### src/shared/ssil_pkg.sv
`default_nettype none
package ssil_pkg;
	// Register offsets on the plain register port
	localparam logic [2:0] SSIL_ADDR_MODE = 3'h0;
	localparam logic [2:0] SSIL_ADDR_CTRL = 3'h1;
	localparam logic [2:0] SSIL_ADDR_STAT = 3'h2;
	localparam logic [2:0] SSIL_ADDR_TXD = 3'h3;
	localparam logic [2:0] SSIL_ADDR_RXD = 3'h4;
	localparam logic [2:0] SSIL_ADDR_PORT = 3'h5;
	localparam logic [2:0] SSIL_ADDR_DIV = 3'h6;
	// serial_control_reg fields
	localparam int SSIL_CTRL_TIE = 7;
	localparam int SSIL_CTRL_RIE = 6;
	localparam int SSIL_CTRL_TE = 5;
	localparam int SSIL_CTRL_RE = 4;
	localparam int SSIL_CTRL_TX_END_IRQ_ENABLE = 2;
	localparam int SSIL_CTRL_CKS_HI = 1;
	localparam int SSIL_CTRL_CKS_LO = 0;
	// serial_mode_reg fields
	localparam int SSIL_MODE_SYNC = 7;
	localparam int SSIL_MODE_PAR_EN = 5;
	localparam int SSIL_MODE_PAR_ODD = 4;
	// serial_status_reg fields
	localparam int SSIL_STAT_TXE = 7;
	localparam int SSIL_STAT_RXF = 6;
	localparam int SSIL_STAT_OVR = 5;
	localparam int SSIL_STAT_FER = 4;
	localparam int SSIL_STAT_PER = 3;
	localparam int SSIL_STAT_TX_END_FLAG = 2;
	// Port register fields
	localparam int SSIL_PORT_TXD_DATA = 0;
	localparam int SSIL_PORT_TXD_DIR = 1;
	localparam int SSIL_PORT_SCK_DATA = 2;
	localparam int SSIL_PORT_SCK_DIR = 3;
	localparam int SSIL_PORT_TXD_PIN = 4;
	localparam int SSIL_PORT_SCK_PIN = 5;
	localparam int SSIL_PORT_RXD_PIN = 6;
	// Values after reset
	localparam logic [7:0] SSIL_CTRL_RST = 8'h00;
	localparam logic [7:0] SSIL_MODE_RST = 8'h00;
	localparam logic [3:0] SSIL_PORT_RST = 4'h0;
	localparam logic [7:0] SSIL_DIV_RST = 8'h0b;
	localparam logic [10:0] SSIL_SHIFT_IDLE = 11'h7ff;
	// Base clock runs at sixteen times the bit rate
	localparam logic [3:0] SSIL_BASE_LAST = 4'hf;
	localparam logic [3:0] SSIL_SAMPLE_TICK = 4'h7;
	localparam logic [3:0] SSIL_SCK_RISE_TICK = 4'h7;
	localparam logic [3:0] SSIL_SYNC_BITS = 4'h8;
	localparam logic [3:0] SSIL_ASYNC_BITS = 4'ha;
	localparam logic [3:0] SSIL_ASYNC_BITS_PAR = 4'hb;
endpackage
`default_nettype wire

### src/core/ssil_serial_comm_unit.sv
// Functional notes
// (RULE_01) Four sources share one interrupt output
// (RULE_02) Transmit-empty request when flag and enable
// (RULE_03) Transmit-end request when flag and enable
// (RULE_04) Receive-full request when flag and enable
// (RULE_05) Error request on any error flag
// (RULE_06) Transmit and receive enables gate requests
// (RULE_07) Transmit-empty flag resets to one
// (RULE_08) Transmit-end flag resets to one
// (RULE_09) Holding write clears, transfer sets empty
// (RULE_10) Software checks empty before each write
// (RULE_11) Overrun keeps data, sets overrun flag
// (RULE_12) Framing or parity error still stores data
// (RULE_13) Full flag at frame end means overrun
// (RULE_14) Reading receive holding clears full flag
// (RULE_15) Break keeps receiving, framing sets again
// (RULE_16) Transmit disable resets transmitter, port owns pin
// (RULE_17) Sync transmit blocked by errors
// (RULE_18) Async receive samples eighth of sixteen
// (RULE_19) Software reads receive holding once, early
// (RULE_20) Clock pin low briefly after switch
// (RULE_21) Software switches clock pin glitch-free
// (RULE_22) Data pin high one cycle after switch
// (RULE_23) Requests are flag AND enable levels
//
// The plain strobed port and the register offsets are this design's own decisions.
`timescale 1ns/10ps
`default_nettype none
module ssil_serial_comm_unit
	import ssil_pkg::*;
(
	input wire logic core_clk,
	input wire logic resetn,
	input wire logic [2:0] reg_addr,
	input wire logic [7:0] reg_wdata,
	input wire logic reg_wr,
	input wire logic reg_rd,
	output logic [7:0] reg_rdata,
	input wire logic rx_data_pin_in,
	input wire logic tx_data_pin_in,
	output logic tx_data_pin_out,
	output logic tx_data_pin_oe,
	input wire logic serial_clock_pin_in,
	output logic serial_clock_pin_out,
	output logic serial_clock_pin_oe,
	output logic receive_full_irq,
	output logic tx_empty_irq,
	output logic tx_end_irq,
	output logic rx_error_irq,
	output logic serial_irq
);
	typedef struct packed {
		logic [7:0] ctrl;
		logic [7:0] mode;
		logic [3:0] port;
		logic [7:0] div;
		logic [7:0] div_cnt;
		logic sck_m;
		logic sck_s;
		logic sck_d;
		logic rxd_m;
		logic rxd_s;
		logic txp_m;
		logic txp_s;
		logic tx_empty;
		logic tx_end;
		logic rx_full;
		logic ovr;
		logic framing_flag;
		logic per;
		logic [7:0] tx_holding_reg;
		logic [7:0] rx_holding_reg;
		logic [7:0] rdata;
		logic tx_busy;
		logic [3:0] tx_tick;
		logic [3:0] tx_cnt;
		logic [10:0] tx_shift_reg;
		logic rx_busy;
		logic [3:0] rx_tick;
		logic [3:0] rx_cnt;
		logic [10:0] rx_shift_reg;
		logic sy_busy;
		logic [3:0] sy_tick;
		logic sy_tx;
		logic sck_was_clk;
		logic txd_was_sync;
	} ssil_state_t;

	ssil_state_t s;
	ssil_state_t next_s;

	logic sync;
	logic te;
	logic re;
	logic ext;
	logic par_en;
	logic err;
	logic tick;
	logic srise;
	logic sfall;
	logic clk_mode;
	logic in_mode;
	logic sck_lvl;
	logic sck_glitch;
	logic txd_glitch;
	logic txd_line;
	logic done;
	logic [7:0] rdat;
	logic rfe;
	logic rpe;
	logic [3:0] alen;

	assign sync = s.mode[SSIL_MODE_SYNC];
	assign par_en = s.mode[SSIL_MODE_PAR_EN];
	assign te = s.ctrl[SSIL_CTRL_TE];
	assign re = s.ctrl[SSIL_CTRL_RE];
	assign ext = s.ctrl[SSIL_CTRL_CKS_HI];
	assign err = s.ovr | s.framing_flag | s.per;
	// At or past the divisor, so lowering it never stalls the base clock
	assign tick = (s.div_cnt >= s.div);
	assign alen = par_en ? SSIL_ASYNC_BITS_PAR : SSIL_ASYNC_BITS;
	// Clock pin roles: own clock out, clock in, or general port
	assign clk_mode = sync & ~ext;
	assign in_mode = sync & ext;
	assign sck_lvl = ~s.sy_busy | s.sy_tick[3];
	// Internal clock edges line up with the level change on the pin
	assign srise = ext ? (s.sck_s & ~s.sck_d) : (tick & (s.sy_tick == SSIL_SCK_RISE_TICK));
	assign sfall = ext ? (~s.sck_s & s.sck_d) : (tick & (s.sy_tick == SSIL_BASE_LAST));
	// Held sync clock dropping straight to a port shows a short low
	assign sck_glitch = s.sck_was_clk & ~clk_mode & ~in_mode; // RULE_20
	assign txd_glitch = s.txd_was_sync & ~te; // RULE_22
	assign txd_line = (sync | s.tx_busy) ? s.tx_shift_reg[0] : 1'b1;

	always_comb begin
		next_s = s;
		done = 1'b0;
		rdat = 8'h00;
		rfe = 1'b0;
		rpe = 1'b0;
		next_s.div_cnt = tick ? 8'h00 : s.div_cnt + 8'h01;
		next_s.sck_m = serial_clock_pin_in;
		next_s.sck_s = s.sck_m;
		next_s.sck_d = s.sck_s;
		next_s.rxd_m = rx_data_pin_in;
		next_s.rxd_s = s.rxd_m;
		next_s.txp_m = tx_data_pin_in;
		next_s.txp_s = s.txp_m;
		next_s.sck_was_clk = clk_mode;
		next_s.txd_was_sync = te & sync;
		next_s.rdata = 8'h00;

		// Transmitter, asynchronous frames
		if (!te) begin
			next_s.tx_busy = 1'b0; // RULE_16
			next_s.tx_shift_reg = SSIL_SHIFT_IDLE; // RULE_16
		end else if (!sync) begin
			if (!s.tx_busy) begin
				if (!s.tx_empty) begin
					if (par_en) begin
						next_s.tx_shift_reg = {1'b1, (^s.tx_holding_reg) ^ s.mode[SSIL_MODE_PAR_ODD], s.tx_holding_reg, 1'b0};
					end else begin
						next_s.tx_shift_reg = {2'b11, s.tx_holding_reg, 1'b0};
					end
					next_s.tx_cnt = alen;
					next_s.tx_busy = 1'b1;
					next_s.tx_tick = 4'h0;
					next_s.tx_empty = 1'b1; // RULE_09
					next_s.tx_end = 1'b0;
				end
			end else if (tick) begin
				next_s.tx_tick = s.tx_tick + 4'h1;
				if (s.tx_tick == SSIL_BASE_LAST) begin
					next_s.tx_shift_reg = {1'b1, s.tx_shift_reg[10:1]};
					next_s.tx_cnt = s.tx_cnt - 4'h1;
					if (s.tx_cnt == 4'h1) begin
						next_s.tx_busy = 1'b0;
						if (s.tx_empty) begin
							next_s.tx_end = 1'b1;
						end
					end
				end
			end
		end

		// Clocked synchronous engine, transmit and receive share it
		if (!sync || (!te && !re)) begin
			next_s.sy_busy = 1'b0;
		end else if (!s.sy_busy) begin
			if (!err && ((te && !s.tx_empty) || (re && !te))) begin // RULE_17
				next_s.sy_busy = 1'b1;
				next_s.sy_tick = 4'h0;
				next_s.tx_cnt = SSIL_SYNC_BITS;
				next_s.sy_tx = te;
				if (te) begin
					next_s.tx_shift_reg = {3'b111, s.tx_holding_reg};
					next_s.tx_empty = 1'b1; // RULE_09
					next_s.tx_end = 1'b0;
				end
			end
		end else begin
			if (tick && !ext) begin
				next_s.sy_tick = s.sy_tick + 4'h1;
			end
			// No shift on a fall before the first rise, so the LSB stays on the line
			if (sfall && s.tx_cnt != SSIL_SYNC_BITS) begin
				next_s.tx_shift_reg = {1'b1, s.tx_shift_reg[10:1]};
			end
			if (srise) begin
				next_s.rx_shift_reg = {s.rxd_s, s.rx_shift_reg[10:1]};
				next_s.tx_cnt = s.tx_cnt - 4'h1;
				if (s.tx_cnt == 4'h1) begin
					next_s.sy_busy = 1'b0;
					if (s.sy_tx && te && s.tx_empty) begin
						next_s.tx_end = 1'b1;
					end
					if (re) begin
						done = 1'b1;
						rdat = next_s.rx_shift_reg[10:3];
					end
				end
			end
		end

		// Receiver, asynchronous frames on the base clock
		if (!re || sync) begin
			next_s.rx_busy = 1'b0;
		end else if (!s.rx_busy) begin
			// Low line in idle starts a frame; a break restarts at once
			if (!s.rxd_s) begin // RULE_15
				next_s.rx_busy = 1'b1;
				next_s.rx_tick = 4'h0;
				next_s.rx_cnt = 4'h0;
			end
		end else if (tick) begin
			next_s.rx_tick = s.rx_tick + 4'h1;
			if (s.rx_tick == SSIL_SAMPLE_TICK) begin // RULE_18
				next_s.rx_shift_reg = {s.rxd_s, s.rx_shift_reg[10:1]};
				next_s.rx_cnt = s.rx_cnt + 4'h1;
				if (s.rx_cnt == 4'h0 && s.rxd_s) begin
					next_s.rx_busy = 1'b0;
				end else if (s.rx_cnt + 4'h1 == alen) begin
					next_s.rx_busy = 1'b0;
					done = 1'b1;
					rdat = par_en ? next_s.rx_shift_reg[8:1] : next_s.rx_shift_reg[9:2];
					rfe = ~s.rxd_s;
					rpe = par_en & ((^next_s.rx_shift_reg[9:1]) != s.mode[SSIL_MODE_PAR_ODD]);
				end
			end
		end

		// Register port
		if (reg_wr) begin
			case (reg_addr)
				SSIL_ADDR_MODE: next_s.mode = reg_wdata;
				SSIL_ADDR_CTRL: next_s.ctrl = reg_wdata;
				SSIL_ADDR_PORT: next_s.port = reg_wdata[3:0];
				SSIL_ADDR_DIV: next_s.div = reg_wdata;
				SSIL_ADDR_TXD: begin
					// New data wins over a transfer in the same cycle
					next_s.tx_holding_reg = reg_wdata;
					next_s.tx_empty = 1'b0; // RULE_09
					next_s.tx_end = 1'b0;
				end
				SSIL_ADDR_STAT: begin
					next_s.rx_full = next_s.rx_full & reg_wdata[SSIL_STAT_RXF];
					next_s.ovr = s.ovr & reg_wdata[SSIL_STAT_OVR];
					next_s.framing_flag = s.framing_flag & reg_wdata[SSIL_STAT_FER];
					next_s.per = s.per & reg_wdata[SSIL_STAT_PER];
				end
				default: ;
			endcase
		end
		if (reg_rd) begin
			case (reg_addr)
				SSIL_ADDR_MODE: next_s.rdata = s.mode;
				SSIL_ADDR_CTRL: next_s.rdata = s.ctrl;
				SSIL_ADDR_DIV: next_s.rdata = s.div;
				SSIL_ADDR_TXD: next_s.rdata = s.tx_holding_reg;
				SSIL_ADDR_RXD: begin
					next_s.rdata = s.rx_holding_reg;
					next_s.rx_full = 1'b0; // RULE_14
				end
				SSIL_ADDR_STAT: begin
					next_s.rdata[SSIL_STAT_TXE] = s.tx_empty;
					next_s.rdata[SSIL_STAT_RXF] = s.rx_full;
					next_s.rdata[SSIL_STAT_OVR] = s.ovr;
					next_s.rdata[SSIL_STAT_FER] = s.framing_flag;
					next_s.rdata[SSIL_STAT_PER] = s.per;
					next_s.rdata[SSIL_STAT_TX_END_FLAG] = s.tx_end;
				end
				SSIL_ADDR_PORT: begin
					next_s.rdata[3:0] = s.port;
					next_s.rdata[SSIL_PORT_TXD_PIN] = s.txp_s;
					next_s.rdata[SSIL_PORT_SCK_PIN] = s.sck_s;
					next_s.rdata[SSIL_PORT_RXD_PIN] = s.rxd_s;
				end
				default: next_s.rdata = 8'h00;
			endcase
		end

		// Frame completion after software clears, so hardware sets win
		if (done) begin
			if (s.rx_full) begin // RULE_13
				next_s.ovr = 1'b1; // RULE_11
			end else begin
				next_s.rx_holding_reg = rdat; // RULE_12
				if (!rfe && !rpe) begin
					next_s.rx_full = 1'b1;
				end
			end
			if (rfe) begin
				next_s.framing_flag = 1'b1; // RULE_12
			end
			if (rpe) begin
				next_s.per = 1'b1; // RULE_12
			end
		end
	end

	always_ff @(posedge core_clk or negedge resetn) begin
		if (!resetn) begin
			s <= '0;
			s.ctrl <= SSIL_CTRL_RST;
			s.mode <= SSIL_MODE_RST;
			s.port <= SSIL_PORT_RST;
			s.div <= SSIL_DIV_RST;
			s.sck_m <= 1'b1;
			s.sck_s <= 1'b1;
			s.sck_d <= 1'b1;
			s.rxd_m <= 1'b1;
			s.rxd_s <= 1'b1;
			s.tx_empty <= 1'b1; // RULE_07
			s.tx_end <= 1'b1; // RULE_08
			s.tx_shift_reg <= SSIL_SHIFT_IDLE;
		end else begin
			s <= next_s;
		end
	end

	assign reg_rdata = s.rdata;

	// Disabled transmitter hands the pin to the general port
	always_comb begin
		if (txd_glitch) begin
			tx_data_pin_out = 1'b1; // RULE_22
			tx_data_pin_oe = 1'b1;
		end else if (te) begin
			tx_data_pin_out = txd_line;
			tx_data_pin_oe = 1'b1;
		end else begin
			tx_data_pin_out = s.port[SSIL_PORT_TXD_DATA]; // RULE_16
			tx_data_pin_oe = s.port[SSIL_PORT_TXD_DIR]; // RULE_16
		end
	end

	// Glitch lasts a whole core cycle, the finest step this clock has
	always_comb begin
		if (sck_glitch) begin
			serial_clock_pin_out = 1'b0; // RULE_20
			serial_clock_pin_oe = 1'b1;
		end else if (clk_mode) begin
			serial_clock_pin_out = sck_lvl;
			serial_clock_pin_oe = 1'b1;
		end else if (in_mode) begin
			serial_clock_pin_out = 1'b1;
			serial_clock_pin_oe = 1'b0;
		end else begin
			serial_clock_pin_out = s.port[SSIL_PORT_SCK_DATA];
			serial_clock_pin_oe = s.port[SSIL_PORT_SCK_DIR];
		end
	end

	assign tx_empty_irq = s.tx_empty & s.ctrl[SSIL_CTRL_TIE]; // RULE_02 RULE_06 RULE_23
	assign tx_end_irq = s.tx_end & s.ctrl[SSIL_CTRL_TX_END_IRQ_ENABLE]; // RULE_03 RULE_23
	assign receive_full_irq = s.rx_full & s.ctrl[SSIL_CTRL_RIE]; // RULE_04 RULE_06 RULE_23
	assign rx_error_irq = err & s.ctrl[SSIL_CTRL_RIE]; // RULE_05 RULE_06 RULE_23
	assign serial_irq = tx_empty_irq | tx_end_irq | receive_full_irq | rx_error_irq; // RULE_01
endmodule // ssil_serial_comm_unit
`default_nettype wire

### config.mk
export PLATFORM = sky130hd
export DESIGN_NAME = ssil_serial_comm_unit
export DESIGN_NICKNAME = d
export VERILOG_FILES = /design/src/shared/ssil_pkg.sv /design/src/core/ssil_serial_comm_unit.sv
export SDC_FILE = /design/constraint.sdc
export NUM_CORES = 1
export LEC_CHECK = 0
export BUFFER_PORTS_ARGS = -buffer_cell sky130_fd_sc_hd__buf_2
export CORE_ASPECT_RATIO = 0.8
export CORE_MARGIN = 3
export CORE_UTILIZATION = 67
export DETAILED_ROUTE_END_ITERATION = 8
export GPL_TIMING_DRIVEN = 0
export PLACE_DENSITY = 0.86
export SYNTH_ARGS = -nofsm -noshare
export SYNTH_HDL_FRONTEND = slang
export SYNTH_SLANG_ARGS = --single-unit
### constraint.sdc
create_clock -name core_clk -period 4.9 [get_ports core_clk]
set_input_delay 0.49 -clock core_clk [delete_from_list [all_inputs] [get_ports core_clk]]
set_output_delay 0.49 -clock core_clk [all_outputs]
set_load 0.02 [all_outputs]
==> impl_metrics.yaml, run 1 <==
clock_tree:
  clock_latency_ns: 0.43
  cts_buffer_depth: 2
  clock-root-buffer: "clkbuf_16"
  ctsResizeCount: 0
  cts_made_buffers: 17
  cts_tree: "built"
  clock_sinks: 119
  clkTransAtPathRegs_ns: 0.06
  postCtsSetupRepairBufs: 0
  ctsHoldBuffers: 1
  h-tree-depth: 4
run:
  maxCapViolCount: 0
global_routing:
  antenna_found_initial: 0
  grt_usage: 0.3565
  first_global_vias: 5908
  grt_max_degree: 82
  grt_first_pass_wirelength_um: 31330
  grt_remaining_overflow: 0
sta:
  tns_ns: 0
  hold_viol: 0
  holdWs_ns: 0.1594
  layout_setup_ws_ns: 1.688
  finalSetupViolCount: 0
  drv_slew: 0
  min_period_over_period: 0.6555
  fin_crit_ns: 3.212
  relSlewSlack: 0.2401
  rsz0062_at_grt: "no"
  fmax_mhz: 311.4
  tightest_slew_ns: 1.128
  skew_ns: 0.007414
worst_setup_path:
  cp-start-kind: "flip-flop"
  crit_family: "compound AO/OA/AOI/OAI gates"
  critPathSlowestCell: "dfstp_2"
  worst_setup_path_end_kind: "flip-flop"
  crit_buf_inv: 2
  crit_top_cell: "o21ai_1"
  cp_max_fo: 10
  worstSetupPathType: "flip-flop to flip-flop"
  cp.arrival_ns: 3.56
  max_stage_delay_ns: 0.57
  worstPathRequired_ns: 5.25
  cp_cell_sequence: "inv_1 -> ha_1 -> o21ai_1 -> a211o_1 -> o21ai_1 -> buf_2 -> nand2_1 -> a211oi_1 -> a2bb2oi_1"
place:
  pre_cts_ws_ns: 1.897
  dp_cells: 850
  dpl.hpwl_um: 13250
  portBuffers: 33
  gp_congestion: 0.9550
logic_synthesis:
  yosysTopAreaCell: "dfrtp_1"
  yosys-top-cells-area: "dfrtp_1 (36%), dfstp_2 (8.1%), mux2_2 (7.1%)"
  ys_async_sr_fraction: 1.000
  synth_nets: 714
  ys_types: 69
  ys_warn_count: 0
  synth.avg_cell_area_um2: 10.00
  yosysTopAreaCellShare: 0.3606
  synth_area_um2: 6800
  synthCells: 680
  synth-main-ff-cell: "dfrtp_1"
  synth-edff-count: 0
  ys_seq_area_frac: 0.4418
  ys_ff_latch: 119
run_status:
  status: "completed"
finish:
  final_cells: 882
  antenna_cells: 0
  final_common_cell: "dfrtp_1"
  nets: 768
  final_cell_mix: "dfrtp_1 (98), nor2_1 (67), mux2_2 (43)"
  syn_to_final_growth_pct: 15.20
  nFillCells: 638
  drive_gt1_frac: 0.2051
floorplanning:
  initial_core_util: 0.6961
  coreArea_um2: 9769
  ios: 35
  die-area_um2: 11400
  die_h_um: 96.11
  rows: 32
  die_w_um: 118.6
power_and_ir_drop:
  vdd_drop_max_mv: 0.3617
  finalPower_uw: 3821
  p_sw_frac: 0.3364
  powerDensity_nw_per_um2: 487.8
  p_sw_uw: 1285
  power_frac_seq: 0.367
  leakagePower_uw: 0.003505
  p_int_uw: 2536
  power_frac_comb: 0.270
  pwr-share-clk: 0.363
drt:
  wl_per_cell_um: 22.44
  first_pass_iters: 9
  drcViolationCount: 0
  ant_nets: 0
  via_per_inst: 6.846
  drtIter0Drc: 635
  drt-total-wl_um: 19790
  dr_total_vias: 6038
worst_hold_path:
  hp-class: "input pin to flip-flop"
## worst register-to-register path, stage by stage (launching register included)
cell and delay, ns:
dfstp_2 0.57, inv_1 0.08, ha_1 0.31, o21ai_1 0.09
a211o_1 0.35, o21ai_1 0.51, buf_2 0.38, nand2_1 0.31
a211oi_1 0.33, a2bb2oi_1 0.21
## layer usage
metal	share of wire	vias up	global-route usage
met3	0.11	61	0.09224
met4	0.029	0	0.1379
met1	0.40	2974	0.4662
li1	-	2595	-
met2	0.46	408	0.5792
met5	0	-	0
## cell families after synthesis
kind of cell | after synthesis | synth area share
xor+xnor | 27 | 0.03680
flops | 119 | 0.4418
fa+ha+maj | 16 | 0.02944
compound gates | 172 | 0.1761
mux | 76 | 0.1251
buf+inv | 68 | 0.04287
simple gates | 202 | 0.1479
## state kept, by name, indices dropped and copies added (netlist names)
register and cells:
next_s 4, s 104, ext 1, par_en 1, re 1, reg_rdata 8
## power groups by stage
stage               clock [uW]  sequential (uW)  combinational [uW]
floorplan                    0             1330                 733
global placement             0             1380                 937
detailed placement           0             1390                 988
CTS                       1390             1390                1010
global route              1430             1420                1110
finish                    1390             1400                1030
## cells in the mapped netlist (11+ instances only)
| library cell | n |
|---|---|
| xnor2_1 | 17 |
| o22ai_1 | 11 |
| nand3_1 | 22 |
| nand2_1 | 37 |
| a22oi_1 | 12 |
| dfstp_2 | 21 |
| clkbuf_1 | 33 |
| ha_1 | 16 |
| nor3_1 | 12 |
| a21oi_1 | 29 |
| nor2_1 | 67 |
| o21ai_0 | 37 |
| mux2_2 | 43 |
| inv_1 | 21 |
| mux2i_1 | 22 |
| dfrtp_1 | 98 |
## through the flow
stage               cell area (um2)  utilization
finish                         7834       0.8019
global placement               7136       0.7304
global route                   7834       0.8019
floorplan                      6800            -
detailed placement             7169       0.7339
CTS                            7834       0.8019
## layout make-up
cell class	count	area (um2)	share of cell area
Timing Repair Buffer	35	209.0	0.02667
Inverter	21	78.83	0.01006
Tap cell	136	170.2	0.02172
Buffer	47	212.7	0.02715
Multi-Input combinational cell	493	3505	0.4474
Clock buffer	20	456.7	0.05830
Clock inverter	11	197.7	0.02524
Sequential cell	119	3004	0.3835
## worst paths after layout
path	start	end	slack, ns	depth (start not counted)
max	s[96]	s[36]	1.69	9
min	rx_data_pin_in	next_s[80]	0.16	1
max reg2reg	s[96]	s[36]	1.69	9
min reg2reg	next_s[83]	next_s[82]	0.35	0
max in group asynchronous	resetn	s[30]	3.61	3
min in group asynchronous	resetn	s[102]	0.55	2
Note: power is estimated with default switching activity, not from simulation.
==> run 2, diff against run 1 <==
- CORE_UTILIZATION: 67 -> 56
- PLACE_DENSITY: 0.86 -> 0.77
- clock period: 4.9 -> 2.9 ns (I/O delays scaled with it)
==> run 2 against run 1 <==
Flip-flop and latch count is the same. Design area shrank 0.34%. Via count shrank 3.7%. Critical path depth shrank 2. Worst setup slack lost 1.6 ns. Routed wire length shrank 7.9%. Clock power grew 49%. Count of clock-buffer cells in the layout shrank 1. Die area grew 18%. Clock skew grew 0.011 ns. Combinational power grew 66%. Critical path type unchanged. Largest power group unchanged. Highest routed layer unchanged.
==> impl_metrics.yaml, run 2 (synthesized netlist as in run 1, its figures left out) <==
global_routing:
  grt_usage: 0.2786
  grt_first_pass_wirelength_um: 29700
  first_global_vias: 5628
  grt_max_degree: 83
  antenna_found_initial: 0
  grt_remaining_overflow: 0
finish:
  syn_to_final_growth_pct: 14.81
  final_util: 0.6677
  nets: 770
  nFillCells: 877
  antenna_cells: 0
  final_common_cell: "dfrtp_1"
  largest_reg_flops: 104
  regMostFlops: "s"
  drive_gt1_frac: 0.2083
  final_cell_mix: "dfrtp_1 (98), nor2_1 (67), mux2_2 (43)"
sta:
  fin_crit_ns: 2.789
  rsz0062_at_grt: "no"
  drv_slew: 0
  skew_ns: 0.01871
  relSlewSlack: 0.2898
  fmax_mhz: 358.5
  finalSetupViolCount: 0
  tns_ns: 0
  hold_viol: 0
  min_period_over_period: 0.9617
  tightest_slew_ns: 1.054
clock_tree:
  clkTransAtPathRegs_ns: 0.06
  clock-root-buffer: "clkbuf_16"
  cts_tree: "built"
  h-tree-depth: 4
  cts_buffer_depth: 2
  cts_made_buffers: 17
  clock_sinks: 119
  clock_latency_ns: 0.42
floorplanning:
  initial_core_util: 0.5816
  rows: 35
  coreArea_um2: 11690
  die_w_um: 129.2
  die-area_um2: 13510
  die_h_um: 104.6
  ios: 35
drt:
  via_per_inst: 6.480
  drt-total-wl_um: 18230
  first_pass_iters: 8
  drtIter0Drc: 649
  wl_per_cell_um: 20.33
  drcViolationCount: 0
  dr_total_vias: 5813
  ant_nets: 0
place:
  portBuffers: 33
  dpl.hpwl_um: 12960
  gp_congestion: 0.9444
worst_setup_path:
  worst_setup_path_end_kind: "flip-flop"
  r2r_end: "s[13]"
  worstPathRequired_ns: 3.19
  cp.arrival_ns: 3.08
  crit_family: "compound AO/OA/AOI/OAI gates"
  cp-start-kind: "flip-flop"
  reg2regPathDepth: 7
  worstSetupPathType: "flip-flop to flip-flop"
  max_stage_delay_ns: 0.57
  critPathSlowestCell: "dfstp_2"
  regToRegSetupSlack_ns: 0.11
  cp_max_fo: 9
  cp_cell_sequence: "ha_1 -> nand2b_1 -> a2111oi_4 -> o21a_2 -> nor2_1 -> a31oi_4 -> mux2_1"
  crit_buf_inv: 0
  rr_startpoint: "s[93]"
power_and_ir_drop:
  powerDensity_nw_per_um2: 785.0
  vdd_drop_max_mv: 0.4623
  leakagePower_uw: 0.003490
worst_hold_path:
  hp-class: "input pin to flip-flop"
  min_to: "s[106]"
  min_from: "reg_wdata[1]"
  min_delay_path_depth: 2
run_status:
  status: "completed"
run:
  maxCapViolCount: 0
run 2: cell count changes in the layout (fill, tap and decap cells not counted):
cell and change:
clkinv_2 +1, dlygate4sd3_1 +3, clkbuf_1 -2, inv_6 +2, clkbuf_2 +2, o21ai_1 -1, o21ai_2 +1, clkbuf_8 -2
clkinv_4 +2, bufinv_16 -3
run 2: layer usage:
layer / wire length [um] / track usage / up-vias
li1: - / - / 2597
met4: 253 / 0.07046 / 0
met2: 8272 / 0.4131 / 310
met1: 8015 / 0.4081 / 2879
met3: 1691 / 0.07256 / 27
met5: 0 / 0 / -
run 2: per-stage QoR:
stage	power (uW)	hold WS (ns)	instances	instance area [um2]	worst slack, ns
after floorplan	3479	-0.005591	680	6800	0.4718
after global placement	3931	0.3327	861	7151	0.07660
after detailed placement	4011	0.2141	862	7184	0.01925
after CTS	6105	0.1727	898	7809	0.005484
after global routing	6425	0.1707	897	7807	0.0005711
final	6129	0.1798	897	7807	0.1109
run 2: what timing repair did:
action	in CTS	in global routing
hold buffers	4	0
setup endpoints to repair	2	10
buffers inserted	0	0
gates resized for setup	1	4
hold endpoints to repair	33	0
pin swaps	0	1
run 2: cell type report:
type / instances / area (um2) / share of cell area
Buffer: 46 / 211.5 / 0.02708
Multi-Input combinational cell: 493 / 3508 / 0.4494
Clock buffer: 19 / 432.9 / 0.05545
Timing Repair Buffer: 38 / 239.0 / 0.03061
Clock inverter: 13 / 147.6 / 0.01891
Inverter: 21 / 78.83 / 0.01010
Tap cell: 148 / 185.2 / 0.02372
Sequential cell: 119 / 3004 / 0.3848
run 2: report_power, final:
group | switching (uW) | total [uW] | internal, uW
registers | 339 | 2350 | 2010
clock network | 796 | 2070 | 1270
logic | 1010 | 1710 | 707
total | 2140 | 6130 | 3990
run 2: how the worst max path moves through the flow:
| stage | to | depth (start not counted) | startpoint | slack, ns |
|---|---|---|---|---|
| floorplan | s[10] | 7 | s[93] | 0.47 |
| global placement | s[57] | 9 | s[96] | 0.08 |
| detailed placement | s[57] | 9 | s[96] | 0.02 |
| CTS | s[39] | 8 | s[93] | 0.005 |
| global route | s[37] | 9 | s[85] | 0.0006 |
| finish | s[13] | 7 | s[93] | 0.11 |
